$ cat src/hdl/pcc_map.vh
// register map, field positions and timing constants for the meter and caps
`ifndef PCC_MAP_VH
`define PCC_MAP_VH

// register offsets on the configuration port
`define PCC_ADDR_EDGE_METER 8'h1f
`define PCC_ADDR_PEER_CAPS 8'h20
`define PCC_ADDR_PEER_CAPS2 8'h21

// reset values
`define PCC_RST_EDGE_METER 8'h00
`define PCC_RST_PEER_CAPS 8'h00
`define PCC_RST_PEER_CAPS2 8'h00
`define PCC_READ_ZERO 8'h00

// field positions in peer_capability_flags
`define PCC_BIT_HOLD 7
`define PCC_BIT_RSVD 6
`define PCC_BIT_FREQ_TRAIN 5
`define PCC_BIT_EQ_TRAIN 4
`define PCC_BIT_TWO_LINK 3
`define PCC_BIT_CHANNEL 2
`define PCC_BIT_WIDE_VIDEO 1
`define PCC_BIT_FWD_GPIO 0
`define PCC_CAP_MSB 5
`define PCC_CAP_WIDTH 6

// edge count saturation value
`define PCC_COUNT_MAX 8'hff
`define PCC_COUNT_ONE 8'h01
`define PCC_COUNT_ZERO 8'h00

// interval unit is one oscillator period, counted in REF_CLK cycles
`define PCC_OSC_PERIOD_NS 40
`define PCC_CLK_PERIOD_NS 10
`define PCC_TICKS_PER_OSC (`PCC_OSC_PERIOD_NS / `PCC_CLK_PERIOD_NS)
`define PCC_TICK_WIDTH 10
`define PCC_TICK_ONE 10'h001
`define PCC_TICK_ZERO 10'h000

`endif

$ cat src/hdl/pcc_edge_counter.v
// pixel clock rise detector, sampled on the reference clock

module pcc_edge_counter (
  // clock and reset
  input wire clk,
  input wire rst_b,
  // sampled pixel clock
  input wire pix_in,
  // high in each cycle whose sample shows a rise
  output wire pix_rise
);

  reg pix_prev_q;

  // pixel clock must stay below half of REF_CLK or edges are missed
  assign pix_rise = pix_in & ~pix_prev_q;

  always @(posedge clk or negedge rst_b)
  begin
    if (!rst_b)
    begin
      pix_prev_q <= 1'b0;
    end
    else
    begin
      pix_prev_q <= pix_in;
    end
  end

endmodule

$ cat src/hdl/pcc_regs.v
// edge meter and peer capability registers with control channel loading
//
// How it works
// - A nonzero write to the edge meter register starts counting pixel clock edges.
// - The window lasts the written value times the 40 ns oscillator period.
// - A read of the edge meter returns the edges seen in the last window.
// - The edge count sticks at all ones instead of wrapping.
// - With the hold bit set the channel leaves the capability fields alone.
// - With the hold bit clear the channel loads the fields once rx locked.
// - Capability bit 5 drives the frequency training request to the link.
// - Capability bit 4 drives the equalization training request.
// - Capability bit 3 tells whether the peer can run over two links.
// - Capability bit 2 gives the channel role, zero primary, one secondary.
// - Capability bit 1 flags wide video with hd audio, channel loaded.
// - Capability bit 0 flags forward gpio support, channel loaded.
`include "pcc_map.vh"

module pcc_regs (
  // clock and reset
  input wire REF_CLK,
  input wire RST_B,
  // configuration port
  input wire [7:0] REG_ADDR,
  input wire REG_WR,
  input wire [7:0] REG_WDATA,
  input wire REG_RD,
  output reg [7:0] REG_RDATA,
  output reg REG_RVALID,
  // pixel clock, sampled on REF_CLK
  input wire PIXEL_CLK,
  // control channel side
  input wire RX_LOCK,
  input wire BCC_CAP_VALID,
  input wire [5:0] BCC_CAP,
  // measurement status
  output wire MEAS_BUSY,
  output wire MEAS_DONE,
  // capability outputs
  output wire HOLD_PEER_CAPABILITIES,
  output wire REQUEST_FREQ_TRAINING,
  output wire REQUEST_EQ_TRAINING,
  output wire PEER_TWO_LINK_CAPABLE,
  output wire PEER_CHANNEL_SECONDARY,
  output wire PEER_WIDE_VIDEO_WITH_HD_AUDIO,
  output wire PEER_FORWARD_GPIO_SUPPORT
);

  localparam [7:0] caps_rst = `PCC_RST_PEER_CAPS;
  localparam [1:0] st_idle = 2'b01;
  localparam [1:0] st_run = 2'b10;

  reg hold_q;
  reg [`PCC_CAP_MSB:0] cap_q;
  wire meter_wr;
  wire caps_wr;
  wire chan_load;
  wire pix_rise;
  wire [31:0] span;
  reg [1:0] state_q;
  reg [1:0] state_d;
  reg [`PCC_TICK_WIDTH-1:0] tick_q;
  reg [`PCC_TICK_WIDTH-1:0] tick_d;
  reg [7:0] count_q;
  reg [7:0] count_d;
  reg busy_q;
  reg done_q;
  wire [7:0] caps_view;
  reg [7:0] rdata_d;

  // address decode
  assign meter_wr = REG_WR && (REG_ADDR == `PCC_ADDR_EDGE_METER);
  assign caps_wr = REG_WR && (REG_ADDR == `PCC_ADDR_PEER_CAPS);

  // channel updates count only with lock and no hold from software
  assign chan_load = BCC_CAP_VALID && RX_LOCK && !hold_q;

  // a full 255 unit window still fits the tick counter
  assign span = REG_WDATA * `PCC_TICKS_PER_OSC;

  pcc_edge_counter u_pix_edge (
    .clk(REF_CLK),
    .rst_b(RST_B),
    .pix_in(PIXEL_CLK),
    .pix_rise(pix_rise)
  );

  always @*
  begin
    state_d = state_q;
    tick_d = tick_q;
    count_d = count_q;
    case (state_q)
      st_idle:
      begin
        tick_d = `PCC_TICK_ZERO;
      end
      st_run:
      begin
        if (pix_rise && count_q != `PCC_COUNT_MAX)
        begin
          count_d = count_q + `PCC_COUNT_ONE;
        end
        tick_d = tick_q - `PCC_TICK_ONE;
        if (tick_q == `PCC_TICK_ONE)
        begin
          state_d = st_idle;
        end
      end
      default:
      begin
        state_d = st_idle;
      end
    endcase
    // a restart throws away the running window and its count
    if (meter_wr)
    begin
      count_d = `PCC_COUNT_ZERO;
      tick_d = span[`PCC_TICK_WIDTH-1:0];
      if (REG_WDATA != `PCC_COUNT_ZERO)
      begin
        state_d = st_run;
      end
      else
      begin
        state_d = st_idle;
      end
    end
  end

  // busy and done follow the next state so the ports come from flops;
  // an aborted window never reports done
  always @(posedge REF_CLK or negedge RST_B)
  begin
    if (!RST_B)
    begin
      state_q <= st_idle;
      tick_q <= `PCC_TICK_ZERO;
      count_q <= `PCC_RST_EDGE_METER;
      busy_q <= 1'b0;
      done_q <= 1'b0;
    end
    else
    begin
      state_q <= state_d;
      tick_q <= tick_d;
      count_q <= count_d;
      busy_q <= (state_d == st_run);
      done_q <= (state_q == st_run) && (state_d == st_idle) && !meter_wr;
    end
  end

  // hold bit is software owned only
  always @(posedge REF_CLK or negedge RST_B)
  begin
    if (!RST_B)
    begin
      hold_q <= caps_rst[`PCC_BIT_HOLD];
    end
    else if (caps_wr)
    begin
      hold_q <= REG_WDATA[`PCC_BIT_HOLD];
    end
  end

  // a software write in the same cycle as a channel load wins, so an
  // override written together with hold is never lost
  genvar i;
  generate
    for (i = 0; i < `PCC_CAP_WIDTH; i = i + 1)
    begin : g_cap
      always @(posedge REF_CLK or negedge RST_B)
      begin
        if (!RST_B)
        begin
          cap_q[i] <= caps_rst[i];
        end
        else if (caps_wr)
        begin
          cap_q[i] <= REG_WDATA[i];
        end
        else if (chan_load)
        begin
          cap_q[i] <= BCC_CAP[i];
        end
      end
    end
  endgenerate

  assign caps_view = {hold_q, 1'b0, cap_q};

  // register read, one cycle latency; unmapped and reserved read zero
  always @*
  begin
    rdata_d = `PCC_READ_ZERO;
    if (REG_ADDR == `PCC_ADDR_EDGE_METER)
    begin
      rdata_d = count_q;
    end
    else if (REG_ADDR == `PCC_ADDR_PEER_CAPS)
    begin
      rdata_d = caps_view;
    end
    else if (REG_ADDR == `PCC_ADDR_PEER_CAPS2)
    begin
      rdata_d = `PCC_RST_PEER_CAPS2;
    end
  end

  always @(posedge REF_CLK or negedge RST_B)
  begin
    if (!RST_B)
    begin
      REG_RDATA <= `PCC_READ_ZERO;
      REG_RVALID <= 1'b0;
    end
    else
    begin
      REG_RVALID <= REG_RD;
      if (REG_RD)
      begin
        REG_RDATA <= rdata_d;
      end
    end
  end

  assign MEAS_BUSY = busy_q;
  assign MEAS_DONE = done_q;

  // capability bits go straight out of their flops
  assign HOLD_PEER_CAPABILITIES = hold_q;
  assign REQUEST_FREQ_TRAINING = cap_q[`PCC_BIT_FREQ_TRAIN];
  assign REQUEST_EQ_TRAINING = cap_q[`PCC_BIT_EQ_TRAIN];
  assign PEER_TWO_LINK_CAPABLE = cap_q[`PCC_BIT_TWO_LINK];
  assign PEER_CHANNEL_SECONDARY = cap_q[`PCC_BIT_CHANNEL];
  assign PEER_WIDE_VIDEO_WITH_HD_AUDIO = cap_q[`PCC_BIT_WIDE_VIDEO];
  assign PEER_FORWARD_GPIO_SUPPORT = cap_q[`PCC_BIT_FWD_GPIO];

endmodule

$ cat config.mk
export PLATFORM = sky130hd
export DESIGN_NAME = pcc_regs
export DESIGN_NICKNAME = d
export VERILOG_FILES = /design/src/hdl/pcc_edge_counter.v /design/src/hdl/pcc_regs.v
export VERILOG_INCLUDE_DIRS = /design/src /design/src/hdl
export SDC_FILE = /design/constraint.sdc
export NUM_CORES = 1
export LEC_CHECK = 0
export BUFFER_PORTS_ARGS = -buffer_cell sky130_fd_sc_hd__buf_4
export CORE_MARGIN = 4
export CORE_UTILIZATION = 24
export CTS_CLUSTER_DIAMETER = 150
export DETAILED_ROUTE_END_ITERATION = 12
export GPL_TIMING_DRIVEN = 0
export MAX_ROUTING_LAYER = met4
export PLACE_DENSITY_LB_ADDON = 0.25
export RECOVER_POWER = 25
export SKIP_CTS_REPAIR_TIMING = 1
export SLEW_MARGIN = 40
export SYNTH_ARGS = -nofsm -noshare
export SYNTH_HDL_FRONTEND = slang
export SYNTH_HIERARCHICAL = 1
export SYNTH_SLANG_ARGS = --single-unit
$ cat constraint.sdc
create_clock -name REF_CLK -period 2 [get_ports REF_CLK]
set_clock_uncertainty 0.1 [all_clocks]
set_input_delay 0.4 -clock REF_CLK [delete_from_list [all_inputs] [get_ports REF_CLK]]
set_output_delay 0.4 -clock REF_CLK [all_outputs]
set_load 0.1 [all_outputs]
==> results.toml <==
[sta]
tightestPinTransition_ps = 1012
min_period_ps = 1933
max_freq_mhz = 517.4
hold_viol_final = 0
maxSlewHeadroom_pct = 32.54
setup_violations = 0
fin_crit_sh_pct = 96.63
slew_violations = 0

[global_routing]
grt_pass1_vias = 1840
antenna_found_initial = 0
grt_remaining_overflow = 0
grt_max_degree = 40
grt_pass1_wl_mm = 8.852
grt_usage_pct = 11.30

[yosys]
synth_warnings = 6
yosys_most_used_dff = "dfrtp_1"
syn_nets = 250
ys_types = 46
syn-instance-count = 215
syn_avg_cell_area_um2 = 9.626
yosysSeqAreaShare_pct = 47.22
ys_seq_elements = 39
syn_area_um2 = 2069
synth_edf_count = 0
async_reset_ff_share_pct = 100.0

[clock_tree]
clk_pin_slew_ps = 80
cts_sinks = 39
cts-buffers-inserted = 5
cts_buffer_depth = 2
htree_levels = 2
worstSkewPairLatency_ps = 300
cts-root-buf = "clkbuf_8"
cts_tree = "done"

[worst_setup_path]
cp_max_fo = 7
cp-end-kind = "register"
r2r_setup_slack_ps = 70
r2r-end = "tick_q[7]"
criticalPathCategory = "register to register"
crit_arrival_ps = 2060
r2r_cells = 7
r2r-start = "state_q[0]"
critPathLaunchType = "register"
cp_data_required_time_ps = 2130

[die]
start_util_pct = 24.94
dieArea_um2 = 10170
io_pins = 47
rows = 33
die_h_um = 100.9
die_width_um = 100.9
core_area_um2 = 8299

[placement]
placed_cell_area_um2 = 2546
portBuffers = 46
place_congestion = 0.7840
dp.final_hpwl_mm = 4.059

[pwr]
leakagePower_nw = 1.223
power_density_nw_per_um2 = 827.2
p_total_w = 0.002288
vdd_ir_drop_max_mv = 0.2812

[layout]
drive_gt1_share_pct = 29.52
area_delta_synth_final_pct = 33.68
layout_common_cells = "buf_4 (45), dfrtp_1 (38), nor2_1 (30), a21oi_1 (20)"
insertedDiodeCount = 0
fin_nets = 305
final_common_cell = "buf_4"
stdcell_area_um2 = 2766

[hold_path]
whs_path_depth = 1
min-delay-start = "REG_RD"
hp-class = "input pin to register"
whs_endpoint = "REG_RVALID"

[drt]
drt_iter0_markers = 63
antenna_left = 0
wire_per_inst_um = 14.37
drc = 0
routed_wl_mm = 5.402
dr.pass1.iters = 4
vias = 1815
avgViaCountPerCell = 4.827

[flow_run]
max_cap_violations = 0

[status]
outcome = "finished clean"
-- worst max path at each step --
| stage | start | to | slack (ps) |
|---|---|---|---|
| finish | state_q[0] | tick_q[7] | 70 |
| global route | state_q[0] | tick_q[7] | -6 |
| global placement | tick_q[0] | tick_q[8] | -60 |
| CTS | tick_q[0] | tick_q[8] | -130 |
| floorplan | state_q[0] | tick_q[7] | 80 |
| detailed placement | tick_q[0] | tick_q[8] | -90 |
-- report_power, final --
part | switching, W | internal (W)
logic | 0.000405 | 0.000169
clock network | 0.000295 | 0.000498
registers | 0.0000645 | 0.000858
total | 0.000765 | 0.00152
-- sequential cells by signal, indices dropped and copies added (netlist names) --
name	cells
tick_q	10
PEER_WIDE_VIDEO_WITH_HD_AUDIO	1
state_q	2
MEAS_DONE	1
REG_RDATA	8
MEAS_BUSY	1
HOLD_PEER_CAPABILITIES	1
REG_RVALID	1
u_pix_edge/pix_prev_q	1
REQUEST_EQ_TRAINING	1
REQUEST_FREQ_TRAINING	1
PEER_TWO_LINK_CAPABLE	1
count_q	8
PEER_CHANNEL_SECONDARY	1
PEER_FORWARD_GPIO_SUPPORT	1
-- per-layer routing --
| layer | track usage [%] | share of wire (%) |
|---|---|---|
| met3 | 2.215 | 4.1 |
| met2 | 16.30 | 45 |
| met5 | - | 0 |
| met4 | 3.938 | 1.4 |
| met1 | 15.73 | 49 |
-- area by class of cell --
type | count | area, µm²
fill | 886 | 5533
multi-input combinational | 157 | 1075
sequential | 39 | 977.2
timing repair buffer | 48 | 357.8
tap | 105 | 131.4
clock buffer | 5 | 68.82
clock inverter | 3 | 67.56
buffer | 11 | 58.81
inverter | 8 | 30.03
-- through the flow --
stage                     instances  setup slack, ps  setup TNS, ps  hold slack, ps  utilization [%]
after CTS                       374           -125.7         -278.9          -1.089            32.32
after floorplan                 215            81.26              0           4.409                -
after detailed placement        366           -92.27         -184.6           322.1            30.68
after global placement          366           -61.99         -116.2           319.4            30.68
after global routing            376           -6.098         -6.098           126.0            33.33
final                           376            67.36              0           142.7            33.33
-- worst max-delay path, stage by stage, from the launching register on --
cell	delay [ps]
dfstp_2	390
inv_2	80
ha_4	130
buf_6	110
or3b_4	420
nor3b_2	190
mux2_4	320
a21oi_2	130
-- cells in the mapped netlist (2+ instances only) --
cell,instances,area (µm²)
o41ai_1,2,17.52
nand2b_1,3,18.77
a22oi_1,7,52.55
nand3b_1,3,22.52
o31a_1,2,17.52
o311ai_0,3,26.28
nor2_1,31,116.4
nor3_1,3,15.01
mux2_2,4,45.04
clkbuf_1,7,26.28
o211ai_1,2,15.01
nand2_1,8,30.03
and3_1,3,18.77
and4_1,2,17.52
nand3_1,6,30.03
o31ai_1,2,15.01
nor3b_1,3,22.52
nand4_1,6,37.54
inv_1,8,30.03
mux2i_1,7,70.07
dfrtp_1,38,950.9
ha_1,6,75.07
a31oi_1,5,31.28
o21ai_0,8,40.04
a21oi_1,21,105.1
nor4_1,5,31.28
-- cells by family (layout without fill, tap and decap cells) --
kind of cell,Yosys count,in the layout,share of synthesized area [%]
AOI/OAI and AO/OA,55,55,16.63
xor gates and xnor gates,2,2,0.8466
adders and majority gates,6,6,3.627
buffers and inverters,19,75,4.051
DFF,39,39,47.22
muxes,11,11,5.562
and+or+nand+nor,83,83,22.07
Power figures use the tool's default switching activity.
